[src/cac_pkg.sv]
// Function
// - The alarm value is compared against the calendar value at every counter step, using only the fields the match select enables.
// - A match sets the alarm flag at the following counter step, never in the step of the match itself.
// - On a match the calendar is cleared when match clear is one, and keeps counting otherwise.
// - The year field (bits 31:26) takes part only when the match select equals 6.
// - The month field (bits 25:22) takes part only when the match select is above 4.
// - The day field (bits 21:17) takes part only when the match select is above 3.
// - The hour field (bits 16:12) takes part only when the match select is above 2.
// - The minute field (bits 11:6) takes part only when the match select is above 1.
// - The second field (bits 5:0) takes part only when the match select is above 0.
// - Calendar counting and alarm matching work only while the mode field holds 2.
// - Registers take 8-, 16- and 32-bit accesses, including single bytes and halves of wider registers.
// - Alarm writes pass a synchronisation delay and are refused while the write guard is active.
package cac_pkg;

	localparam int ADDR_W = 8;
	localparam int PRESC_W = 24;
	localparam int CLK_HZ = 10000000;
	localparam int COUNT_HZ = 1;
	localparam int TICK_CYCLES_DEF = CLK_HZ / COUNT_HZ;
	localparam logic [1:0] SYNC_CYCLES = 2'h2;

	// Register indices; byte address is four times the index
	localparam logic [5:0] IDX_CONTROL_A = 6'h00;
	localparam logic [5:0] IDX_EVENT_CTRL = 6'h04;
	localparam logic [5:0] IDX_INTEN_CLR = 6'h08;
	localparam logic [5:0] IDX_INTEN_SET = 6'h0a;
	localparam logic [5:0] IDX_FLAGS = 6'h0c;
	localparam logic [5:0] IDX_DEBUG = 6'h0e;
	localparam logic [5:0] IDX_SYNC = 6'h10;
	localparam logic [5:0] IDX_FREQ = 6'h14;
	localparam logic [5:0] IDX_CALENDAR = 6'h18;
	localparam logic [5:0] IDX_ALARM = 6'h20;
	localparam logic [5:0] IDX_FIELD_SEL = 6'h24;

	localparam int CTL_SWRST = 0;
	localparam int CTL_ENABLE = 1;
	localparam int CTL_MODE_LO = 2;
	localparam int CTL_MATCH_CLEAR = 7;
	localparam logic [1:0] MODE_CALENDAR = 2'h2;
	localparam int FLG_ALARM = 8;
	localparam int FLG_OVF = 15;
	localparam int SB_ALARM = 5;

	localparam logic [31:0] MASK_CTRL = 32'h0000_8fcf;
	localparam logic [31:0] MASK_EVENT = 32'h0000_81ff;
	localparam logic [31:0] MASK_INT = 32'h0000_8100;
	localparam logic [31:0] MASK_DEBUG = 32'h0000_0001;
	localparam logic [31:0] MASK_FREQ = 32'h0000_00ff;
	localparam logic [31:0] MASK_SEL = 32'h0000_0007;

	localparam logic [5:0] SEC_MAX = 6'h3b;
	localparam logic [5:0] MIN_MAX = 6'h3b;
	localparam logic [4:0] HOUR_MAX = 5'h17;
	localparam logic [4:0] DAY_MAX = 5'h1f;
	localparam logic [3:0] MONTH_MAX = 4'hc;
	localparam logic [5:0] YEAR_MAX = 6'h3f;
	localparam logic [1:0] RESP_OKAY = 2'h0;
	localparam logic [1:0] RESP_SLVERR = 2'h2;

	typedef struct packed {
		logic [ADDR_W-1:0] awaddr;
		logic awvalid;
		logic [31:0] wdata;
		logic [3:0] wstrb;
		logic wvalid;
		logic bready;
		logic [ADDR_W-1:0] araddr;
		logic arvalid;
		logic rready;
	} cac_axil_req_s;

	typedef struct packed {
		logic awready;
		logic wready;
		logic [1:0] bresp;
		logic bvalid;
		logic arready;
		logic [31:0] rdata;
		logic [1:0] rresp;
		logic rvalid;
	} cac_axil_rsp_s;

	typedef struct packed {
		cac_axil_rsp_s bus;
		logic [15:0] ctrl;
		logic [31:0] event_ctrl;
		logic [15:0] inten;
		logic [15:0] flags;
		logic [7:0] dbg;
		logic [7:0] freq;
		logic [31:0] cal;
		logic [31:0] alarm;
		logic [31:0] alarm_shadow;
		logic [1:0] sync_cnt;
		logic [2:0] sel;
		logic match_pend;
		logic [PRESC_W-1:0] presc;
		logic alarm_event;
		logic ovf_event;
	} cac_state_s;

	// Every documented reset value of this block is zero
	localparam cac_state_s CAC_STATE_RESET = '0;

endpackage

[src/cac_calendar_alarm.sv]
// Calendar counter with alarm compare and AXI4-Lite register slave
`timescale 1ns/100ps
module cac_calendar_alarm import cac_pkg::*; #(
	parameter int unsigned TICK_CYCLES = TICK_CYCLES_DEF
) (
	input wire logic aclk,
	input wire logic aresetn,
	input wire cac_axil_req_s axil_req,
	output cac_axil_rsp_s axil_rsp,
	input wire logic peripheral_write_guard,
	output logic alarm_event,
	output logic overflow_event
);

	cac_state_s state_reg;
	cac_state_s state_next;
	logic run;
	logic tick;
	logic do_write;
	logic do_read;
	logic [5:0] wr_idx;
	logic [5:0] rd_idx;
	logic swrst_req_seen;

	function automatic logic [31:0] wmerge(input logic [31:0] old, input logic [31:0] data,
		input logic [3:0] strb, input logic [31:0] mask);
		logic [31:0] res;
		res = old;
		for (int i = 0; i < 4; i++) begin
			if (strb[i]) begin
				res[i*8 +: 8] = data[i*8 +: 8];
			end
		end
		return res & mask;
	endfunction

	function automatic logic fmatch(input logic [31:0] a, input logic [31:0] c, input logic [2:0] sel);
		logic m;
		m = 1'b1;
		if (sel == 3'h6 && a[31:26] != c[31:26]) m = 1'b0;
		if (sel > 3'h4 && a[25:22] != c[25:22]) m = 1'b0;
		if (sel > 3'h3 && a[21:17] != c[21:17]) m = 1'b0;
		if (sel > 3'h2 && a[16:12] != c[16:12]) m = 1'b0;
		if (sel > 3'h1 && a[11:6] != c[11:6]) m = 1'b0;
		if (sel > 3'h0 && a[5:0] != c[5:0]) m = 1'b0;
		return m;
	endfunction

	// Returns the overflow bit above the advanced calendar value
	function automatic logic [32:0] cal_inc(input logic [31:0] c);
		logic [5:0] se;
		logic [5:0] mi;
		logic [4:0] hr;
		logic [4:0] dy;
		logic [3:0] mo;
		logic [5:0] yr;
		logic ov;
		se = c[5:0];
		mi = c[11:6];
		hr = c[16:12];
		dy = c[21:17];
		mo = c[25:22];
		yr = c[31:26];
		ov = 1'b0;
		if (se != SEC_MAX) begin
			se = se + 6'h01;
		end else begin
			se = 6'h00;
			if (mi != MIN_MAX) begin
				mi = mi + 6'h01;
			end else begin
				mi = 6'h00;
				if (hr != HOUR_MAX) begin
					hr = hr + 5'h01;
				end else begin
					hr = 5'h00;
					// Month lengths are not modelled; every month runs to the top day
					if (dy < DAY_MAX) begin
						dy = dy + 5'h01;
					end else begin
						dy = 5'h01;
						if (mo < MONTH_MAX) begin
							mo = mo + 4'h1;
						end else begin
							mo = 4'h1;
							if (yr != YEAR_MAX) begin
								yr = yr + 6'h01;
							end else begin
								yr = 6'h00;
								ov = 1'b1;
							end
						end
					end
				end
			end
		end
		return {ov, yr, mo, dy, hr, mi, se};
	endfunction

	function automatic logic [32:0] reg_read(input cac_state_s s, input logic [5:0] idx);
		logic [32:0] r;
		r = {1'b0, 32'h0000_0000};
		unique case (idx)
			IDX_CONTROL_A: r[31:0] = {16'h0000, s.ctrl};
			IDX_EVENT_CTRL: r[31:0] = s.event_ctrl;
			IDX_INTEN_CLR: r[31:0] = {16'h0000, s.inten};
			IDX_INTEN_SET: r[31:0] = {16'h0000, s.inten};
			IDX_FLAGS: r[31:0] = {16'h0000, s.flags};
			IDX_DEBUG: r[31:0] = {24'h000000, s.dbg};
			IDX_SYNC: r[SB_ALARM] = (s.sync_cnt != 2'h0);
			IDX_FREQ: r[31:0] = {24'h000000, s.freq};
			IDX_CALENDAR: r[31:0] = s.cal;
			IDX_ALARM: r[31:0] = s.alarm;
			IDX_FIELD_SEL: r[31:0] = {29'h0000_0000, s.sel};
			default: r[32] = 1'b1;
		endcase
		return r;
	endfunction

	assign run = state_reg.ctrl[CTL_ENABLE] && (state_reg.ctrl[CTL_MODE_LO +: 2] == MODE_CALENDAR);
	assign tick = run && (state_reg.presc == PRESC_W'(TICK_CYCLES - 1));
	assign do_write = state_reg.bus.awready;
	assign do_read = state_reg.bus.arready;
	assign wr_idx = axil_req.awaddr[ADDR_W-1:2];
	assign rd_idx = axil_req.araddr[ADDR_W-1:2];
	assign swrst_req_seen = do_write && !peripheral_write_guard && wr_idx == IDX_CONTROL_A &&
		axil_req.wstrb[0] && axil_req.wdata[CTL_SWRST];

	always_comb begin
		logic [32:0] inc;
		logic [32:0] rd;
		logic [15:0] set_bits;
		logic swrst_req;
		cac_axil_rsp_s keep_bus;
		inc = cal_inc(state_reg.cal);
		rd = reg_read(state_reg, rd_idx);
		set_bits = 16'h0000;
		swrst_req = 1'b0;
		keep_bus = '0;
		state_next = state_reg;
		state_next.alarm_event = 1'b0;
		state_next.ovf_event = 1'b0;

		// Prescaler gives one counter step per TICK_CYCLES clocks
		// A stopped counter drops its captured match, so a restart cannot fire a stale alarm
		if (!run) begin
			state_next.presc = '0;
			state_next.match_pend = 1'b0;
		end else if (tick) begin
			state_next.presc = '0;
		end else begin
			state_next.presc = state_reg.presc + PRESC_W'(1);
		end

		if (tick) begin
			state_next.match_pend = fmatch(state_reg.alarm, state_reg.cal, state_reg.sel);
			if (state_reg.match_pend) begin
				set_bits[FLG_ALARM] = 1'b1;
				state_next.alarm_event = state_reg.event_ctrl[FLG_ALARM];
			end
			if (state_reg.match_pend && state_reg.ctrl[CTL_MATCH_CLEAR]) begin
				state_next.cal = 32'h0000_0000;
			end else begin
				state_next.cal = inc[31:0];
				set_bits[FLG_OVF] = inc[32];
				state_next.ovf_event = inc[32] && state_reg.event_ctrl[FLG_OVF];
			end
		end

		// Alarm writes land only after the synchronisation delay
		if (state_reg.sync_cnt != 2'h0) begin
			state_next.sync_cnt = state_reg.sync_cnt - 2'h1;
			if (state_reg.sync_cnt == 2'h1) begin
				state_next.alarm = state_reg.alarm_shadow;
			end
		end

		// Write channel: address and data are taken together
		if (do_write) begin
			state_next.bus.awready = 1'b0;
			state_next.bus.wready = 1'b0;
			state_next.bus.bvalid = 1'b1;
			state_next.bus.bresp = RESP_OKAY;
			if (peripheral_write_guard) begin
				state_next.bus.bresp = RESP_SLVERR;
			end else begin
				unique case (wr_idx)
					IDX_CONTROL_A: begin
						state_next.ctrl = 16'(wmerge({16'h0000, state_reg.ctrl}, axil_req.wdata, axil_req.wstrb,
							MASK_CTRL));
						swrst_req = axil_req.wstrb[0] && axil_req.wdata[CTL_SWRST];
					end
					IDX_EVENT_CTRL: state_next.event_ctrl = wmerge(state_reg.event_ctrl, axil_req.wdata,
						axil_req.wstrb, MASK_EVENT);
					IDX_INTEN_CLR: state_next.inten = state_reg.inten &
						~16'(wmerge(32'h0000_0000, axil_req.wdata, axil_req.wstrb, MASK_INT));
					IDX_INTEN_SET: state_next.inten = state_reg.inten |
						16'(wmerge(32'h0000_0000, axil_req.wdata, axil_req.wstrb, MASK_INT));
					IDX_FLAGS: state_next.flags = state_reg.flags &
						~16'(wmerge(32'h0000_0000, axil_req.wdata, axil_req.wstrb, MASK_INT));
					IDX_DEBUG: state_next.dbg = 8'(wmerge({24'h000000, state_reg.dbg}, axil_req.wdata, axil_req.wstrb,
						MASK_DEBUG));
					IDX_SYNC: state_next.bus.bresp = RESP_OKAY;
					IDX_FREQ: state_next.freq = 8'(wmerge({24'h000000, state_reg.freq}, axil_req.wdata, axil_req.wstrb,
						MASK_FREQ));
					IDX_CALENDAR: state_next.cal = wmerge(state_reg.cal, axil_req.wdata, axil_req.wstrb, 32'hffff_ffff);
					IDX_ALARM: begin
						// A second write restarts the delay and merges over the pending value
						state_next.alarm_shadow = wmerge((state_reg.sync_cnt != 2'h0) ? state_reg.alarm_shadow :
							state_reg.alarm, axil_req.wdata, axil_req.wstrb, 32'hffff_ffff);
						state_next.sync_cnt = SYNC_CYCLES;
					end
					IDX_FIELD_SEL: state_next.sel = 3'(wmerge({29'h0000_0000, state_reg.sel}, axil_req.wdata,
						axil_req.wstrb, MASK_SEL));
					default: state_next.bus.bresp = RESP_SLVERR;
				endcase
			end
		end else if (!state_reg.bus.bvalid && axil_req.awvalid && axil_req.wvalid) begin
			state_next.bus.awready = 1'b1;
			state_next.bus.wready = 1'b1;
		end
		if (state_reg.bus.bvalid && axil_req.bready) begin
			state_next.bus.bvalid = 1'b0;
		end

		if (do_read) begin
			state_next.bus.arready = 1'b0;
			state_next.bus.rvalid = 1'b1;
			state_next.bus.rdata = rd[31:0];
			state_next.bus.rresp = rd[32] ? RESP_SLVERR : RESP_OKAY;
		end else if (!state_reg.bus.rvalid && axil_req.arvalid) begin
			state_next.bus.arready = 1'b1;
		end
		if (state_reg.bus.rvalid && axil_req.rready) begin
			state_next.bus.rvalid = 1'b0;
		end

		// Hardware set beats a software clear in the same cycle
		state_next.flags = state_next.flags | set_bits;

		// Software reset spares the bus so the pending answer still completes
		if (swrst_req) begin
			keep_bus = state_next.bus;
			state_next = CAC_STATE_RESET;
			state_next.bus = keep_bus;
		end
	end

	always_ff @(posedge aclk) begin
		if (!aresetn) begin
			state_reg <= CAC_STATE_RESET;
		end else begin
			state_reg <= state_next;
		end
	end

	assign axil_rsp = state_reg.bus;
	assign alarm_event = state_reg.alarm_event;
	assign overflow_event = state_reg.ovf_event;
endmodule // cac_calendar_alarm

[config.mk]
export PLATFORM = sky130hd
export DESIGN_NAME = cac_calendar_alarm
export DESIGN_NICKNAME = d
export VERILOG_FILES = /design/src/cac_pkg.sv /design/src/cac_calendar_alarm.sv
export SDC_FILE = /design/constraint.sdc
export NUM_CORES = 1
export LEC_CHECK = 0
export BUFFER_PORTS_ARGS = -buffer_cell sky130_fd_sc_hd__buf_2
export CAP_MARGIN = 20
export CORE_UTILIZATION = 30
export CTS_CLUSTER_SIZE = 28
export DETAILED_ROUTE_END_ITERATION = 10
export PLACE_DENSITY_LB_ADDON = 0.3
export SLEW_MARGIN = 20
export SYNTH_ARGS = -nofsm -noshare
export SYNTH_HDL_FRONTEND = slang
export SYNTH_SLANG_ARGS = --single-unit
[constraint.sdc]
create_clock -name aclk -period 2.8 [get_ports aclk]
set_clock_uncertainty 0.2 [all_clocks]
set_input_delay 0.28 -clock aclk [delete_from_list [all_inputs] [get_ports aclk]]
set_output_delay 0.28 -clock aclk [all_outputs]
set_load 0.01 [all_outputs]
* After elaboration in Yosys (flattened, before gate mapping) *
Cells that the tools add are included.

cells by class
  add/subtract/negate cells = 8
  $mul = 0
  divide/modulo/power cells = 0
  order comparisons = 7
  equal/unequal tests = 43
  shift-type cells = 0
  multiplexer cells = 92
  bitwise gates (word level) = 11
  reductions and logical operators = 42

operator list
  operator                                                         number
  26-bit case mux with 7 select lines                              1
  8-bit two-way mux                                                20
  32-bit two-way mux                                               4
  64-bit two-way mux                                               2
  6-bit two-way mux                                                9
  6-bit by 4-bit == test with 1-bit output, second input constant  8
  5-bit two-way mux                                                9
  5-bit case mux with 9 select lines                               1
  4-bit AND reduction                                              11
  6-bit by 5-bit == test with 1-bit output, second input constant  6
  35-bit two-way mux                                               1
  16-bit bitwise AND                                               2
  16-bit NOT                                                       2
  16-bit OR                                                        2
  16-bit case mux with 2 select lines                              1
  1-bit two-way mux                                                27
  24-bit by 1-bit adder with 24-bit output, second input constant  1
  24-bit == test, second input constant                            1
  6-bit == test, second input constant                             4
  11-bit OR reduction                                              2
  4-bit two-way mux                                                5
  6-bit by 1-bit adder with 6-bit output, second input constant    3
  6-bit inequality test                                            3
  6-bit inequality test, second input constant                     3
  31 further kinds                                                 75

word-level totals
  register bits = 231
  bits in latches = 0
  RAM bits = 0
  memory bits (read-only) = 0
  output and inout bits = 43
  memories = 0

* Depth between registers and ports, before layout *
  word-level depth = 13
  depth in mapped cells = 9

* Least setup slack after synthesis *
OpenSTA, ideal clock, no wires.

  path kind = flip-flop to flip-flop
  start point = register state_reg[10] in the netlist's numbering
  end point = register state_reg[112] in the netlist's numbering
  library setup time = 74 ps
  arrival time = 2011 ps
  required time = 2526 ps
  path slack = 515 ps
  stages on the path, launching flop included = 6
  path buffers = 0
  clock period less this slack = 2285 ps
  cells stage by stage = dfxtp_1 > or4_4 > nor4_4 > nand3_1 > or4b_1 > a31oi_1

on the way
  longest elaborated chain between the ends = 6

RTL lines
  item                    line                       RTL
  from (decl)             cac_calendar_alarm.sv:15   cac_state_s state_reg;
  from (signal assigned)  cac_calendar_alarm.sv:253  state_reg <= state_next;
  24-bit == test *        cac_calendar_alarm.sv:121  assign tick = run && (state_reg.presc == PRESC_W'(TICK_CYCLES - 1));
  1-bit logical AND *     cac_calendar_alarm.sv:121
  32-bit two-way mux *    cac_calendar_alarm.sv:155  if (tick) begin
  32-bit two-way mux      cac_calendar_alarm.sv:187  unique case (wr_idx)
  64-bit two-way mux      cac_calendar_alarm.sv:184  if (peripheral_write_guard) begin
  64-bit two-way mux *    cac_calendar_alarm.sv:179  if (do_write) begin

Every way passes the cells marked *; elsewhere a longest branch is shown, timed or not.
A chain may end at the register's enable or synchronous reset.

* Final worst setup path *
  start point = register state_reg[10] in the netlist's numbering
  end point = register state_reg[101] in the netlist's numbering

Same word-level chain as after synthesis.

==> flow_results.org <==
** Status
- Result of the run :: complete, no violations

** Power
- IR analysis of the VDD net gives a maximum drop of 0.3435 mV.
- Power spread over the standard cell area amounts to 506.7 nW/um^2.
- Leakage :: 4.438 nW

** Layout
- Leaving out fill and tap cells, the most frequent cell in the layout is sky130_fd_sc_hd__dfxtp_1.
- The top cell types in the final layout, fill and taps aside, are sky130_fd_sc_hd__dfxtp_1, sky130_fd_sc_hd__nor2_1, sky130_fd_sc_hd__nand2_1.
- Relative to the synthesized area, the layout overhead comes to 18.49%.
- Post-layout utilization of the core :: 0.3642
- In the final layout, the share of cells above drive strength 1 is 0.1559.
- Nets :: 1367
- Cell Count, Final, Fillers Out :: 1757
- ANT cells :: 0
- Max FFs per register :: 158

** CTS
- Maximum level of the CTS H-tree :: 1
- TritonCTS built the clock tree.
- Number of buffers between clock root and the deepest sink :: 3
- Clock latency on the worst-skew pair, taken at its later pin, is 0.52 ns.
- Clock-pin slew was measured on the worst setup and hold paths at 0.06 ns.
- The cell sitting at the root of the clock tree is a sky130_fd_sc_hd__clkbuf_16.
- In this run, CTS created clock tree buffers numbering 23.
- Post_cts resized :: 0
- Post-CTS timing repair inserted 0 buffers for setup.
- The tree built by TritonCTS fans out to 201 sinks.

** Critical path
- Req. time, crit path :: 2.98 ns
- The startpoint identified for the worst register-to-register timing path is state_reg[10]$_SDFF_PP0_.
- The worst register-to-register path ends at state_reg[101]$_SDFFE_PP0P_.
- STA classifies the critical path startpoint as a flip-flop.
- In this run the register-to-register setup slack is 0.22 ns.
- Largest fanout of any net on the critical path :: 10
- Number of buffer and inverter instances along the worst setup path :: 1
- Cell with the largest stage delay on the worst path :: sky130_fd_sc_hd__or4_4
- The signal on the critical path passes through or4_4 > nor4_4 > nand2_2 > buf_4 > o31a_1 > o21ai_0 > a31oi_1.
- The worst setup path is captured at a flip-flop.
- The critical path is of the flip-flop to flip-flop type.
- STA puts the critical path data arrival time at 2.76 ns.
- Worst path max stage delay :: 0.57 ns
- Delay-heaviest family, CP :: simple AND/OR/NAND/NOR gates
- For the worst flop-to-flop path, the logic depth is 7.

** Floorplan
- The floorplan step defined a die boundary enclosing 34410 sq um.
- IO Pins :: 103
- Site Rows :: 66
- Effective utilization at floorplan :: 0.3074
- The die is 185.5 microns wide.
- Y dimension of the die :: 185.5 microns
- Core area :: 32870 sq um

** Logic synthesis
- FF+latch count, synth :: 201
- Fraction of registers with async set or reset after synthesis :: 0
- Yosys mapped the design onto 77 distinct sky130hd cell types.
- After synthesis the cells add up to 10100 sq um.
- Each instance of the synthesized netlist takes up on average 8.315 sq um.
- Proportion of synthesized chip area in sequential cells :: 0.3983
- In the synthesized netlist the dominant register cell turns out to be sky130_fd_sc_hd__dfxtp_1.
- Synthesis handed over a netlist of 1215 instances.
- Number of synthesized flops with an enable pin :: 0
- For this run, the number of Yosys warnings is 0.

** Global routing
- Global-route met1 utilization :: 0.2389
- Met3 track demand over resource :: 0.02544
- Remaining Overflow, GRT :: 0
- Highest-utilization routing layer at the global route stage :: met2
- Number of antenna violations at the first check in global routing :: 0
- For this run, the total global-route usage over all layers was measured as 0.1743.
- The number of global-route vias before repair came to 8519.
- Largest net degree at the start of global routing :: 75
- For this run, global-route usage on met2 was measured as 0.2793.
- Global-route wire length before repair :: 47170 microns

** Placed design
- Sum of net half-perimeters after detailed placement :: 21220 microns
- Port buffering added 96 buffers.
- Number of placed cells counting well taps :: 1678
- The congestion estimate from routability-driven global placement came to 0.8438.
- Place WS :: 0.1470 ns

** Timing
- Slew margin rel. :: 0.4750
- The number of pins exceeding their max-slew limit in the final report was 0.
- Fmax :: 387.7 MHz
- Count of endpoints failing hold in the final timing report :: 0
- Setup repair after global routing left no endpoint under its margin.
- The worst path in the final design needs a cycle of 2.579 ns, including I/O delays and setup.
- At the pin with the least slew margin, the transition time is 0.7846 ns.
- On the final layout, the worst hold slack is 0.02748 ns.
- Crit share post-route :: 0.9212
- After layout, the worst setup slack is 0.2207 ns.
- Setup violations remaining at the end of the flow were counted as 0.
- Final total negative setup slack :: 0 ns

** Worst hold path
- The tightest min-delay check is of the input pin to flip-flop type.
- Cell depth of the worst hold path :: 4
- The startpoint identified for the worst hold timing path is aresetn.
- For hold timing, the worst endpoint is axil_rsp[2]$_SDFFE_PN0P_.

** Routing
- Number of nets with antenna violations after detailed routing :: 0
- The first routing iteration left 689 violations.
- The detailed router placed 8915 vias in this run.
- Before antenna repair, the detailed router went through 7 iterations.
- In the routed layout, each cell is associated on average with a via count of 5.074.
- Drt drc :: 0
- After detailed routing, the average wire length per cell comes to 16.94 microns.
- Wires add up to 29760 microns.

** Job
- The tool flagged a number of max-cap violations equal to 0.
-- per-stage QoR --
step | total power, mW | cell area, sq um
finish | 6.066 | 11970
detailed placement | 3.280 | 10890
floorplan | 3.143 | 10110
global placement | 3.277 | 10890
CTS | 6.127 | 11970
global route | 6.282 | 11970
-- power breakdown --
| group | switching, mW | internal [mW] | leakage (nW) |
|---|---|---|---|
| Clock | 1.22 | 1.59 | 0.339 |
| Sequential | 0.00919 | 2.87 | 1.62 |
| Combinational | 0.220 | 0.156 | 2.48 |
-- worst min-delay path: stages --
cell and delay, ns:
sky130_fd_sc_hd__buf_2 0.11, sky130_fd_sc_hd__buf_4 0.18, sky130_fd_sc_hd__o21ai_0 0.08, sky130_fd_sc_hd__a21oi_1 0.04
-- layer usage --
metal  wire [microns]  up-vias
met3             1427       47
met5                0        -
li1                 -     4422
met1            14100     4250
met2            13450      196
met4              775        0
-- worst max path at each step --
stage                                      startpoint                          end  slack, ns  cells after the start
after detailed placement     state_reg[10]$_SDFF_PP0_  state_reg[101]$_SDFFE_PP0P_       0.15                      7
final                        state_reg[10]$_SDFF_PP0_  state_reg[101]$_SDFFE_PP0P_       0.22                      7
after floorplan              state_reg[10]$_SDFF_PP0_  state_reg[112]$_SDFFE_PP0P_       0.51                      5
after global routing      state_reg[210]$_SDFFE_PP0P_   state_reg[99]$_SDFFE_PP0P_       0.05                      7
after CTS                    state_reg[10]$_SDFF_PP0_  state_reg[101]$_SDFFE_PP0P_       0.13                      7
after global placement       state_reg[10]$_SDFF_PP0_  state_reg[101]$_SDFFE_PP0P_       0.15                      7
-- cell type report --
type | instances | area (sq um)
clock buffer | 31 | 635.6
clock inverter | 9 | 53.80
tap | 442 | 553.0
multi-input combinational | 883 | 5425
fill | 3497 | 20900
inverter | 10 | 37.54
timing repair buffer | 181 | 1241
sequential | 201 | 4024
-- cell families (layout without fill, tap and decap cells) --
family,after synthesis,count (layout),share of synthesized area
AO/OA/AOI/OAI,269,269,0.1645
XOR/XNOR,57,57,0.04942
adder cells (fa/ha/maj),7,7,0.008669
buffers and inverters,132,231,0.06688
flip-flops,201,201,0.3983
multiplexers,94,94,0.09351
other,1,2,0.0003712
AND/OR/NAND/NOR,454,454,0.2184
-- cells in the mapped netlist (all sizes together), types with 16 or more instances --
cell | n | share of area
o21ai | 57 | 0.028
buf | 54 | 0.038
a21oi | 98 | 0.049
dfxtp | 201 | 0.40
o22ai | 17 | 0.011
mux2i | 91 | 0.090
nand3 | 33 | 0.016
nor3 | 20 | 0.011
nand2 | 141 | 0.053
a22oi | 24 | 0.018
xnor2 | 41 | 0.036
nor2 | 156 | 0.058
xor2 | 16 | 0.014
clkbuf | 68 | 0.025
-- repair_timing --
item,4_1_cts,5_1_grt
endpoints found under the hold margin,80,0
setup endpoints to repair,0,1
hold buffers,39,0
Note: power is estimated with default switching activity, not from simulation.
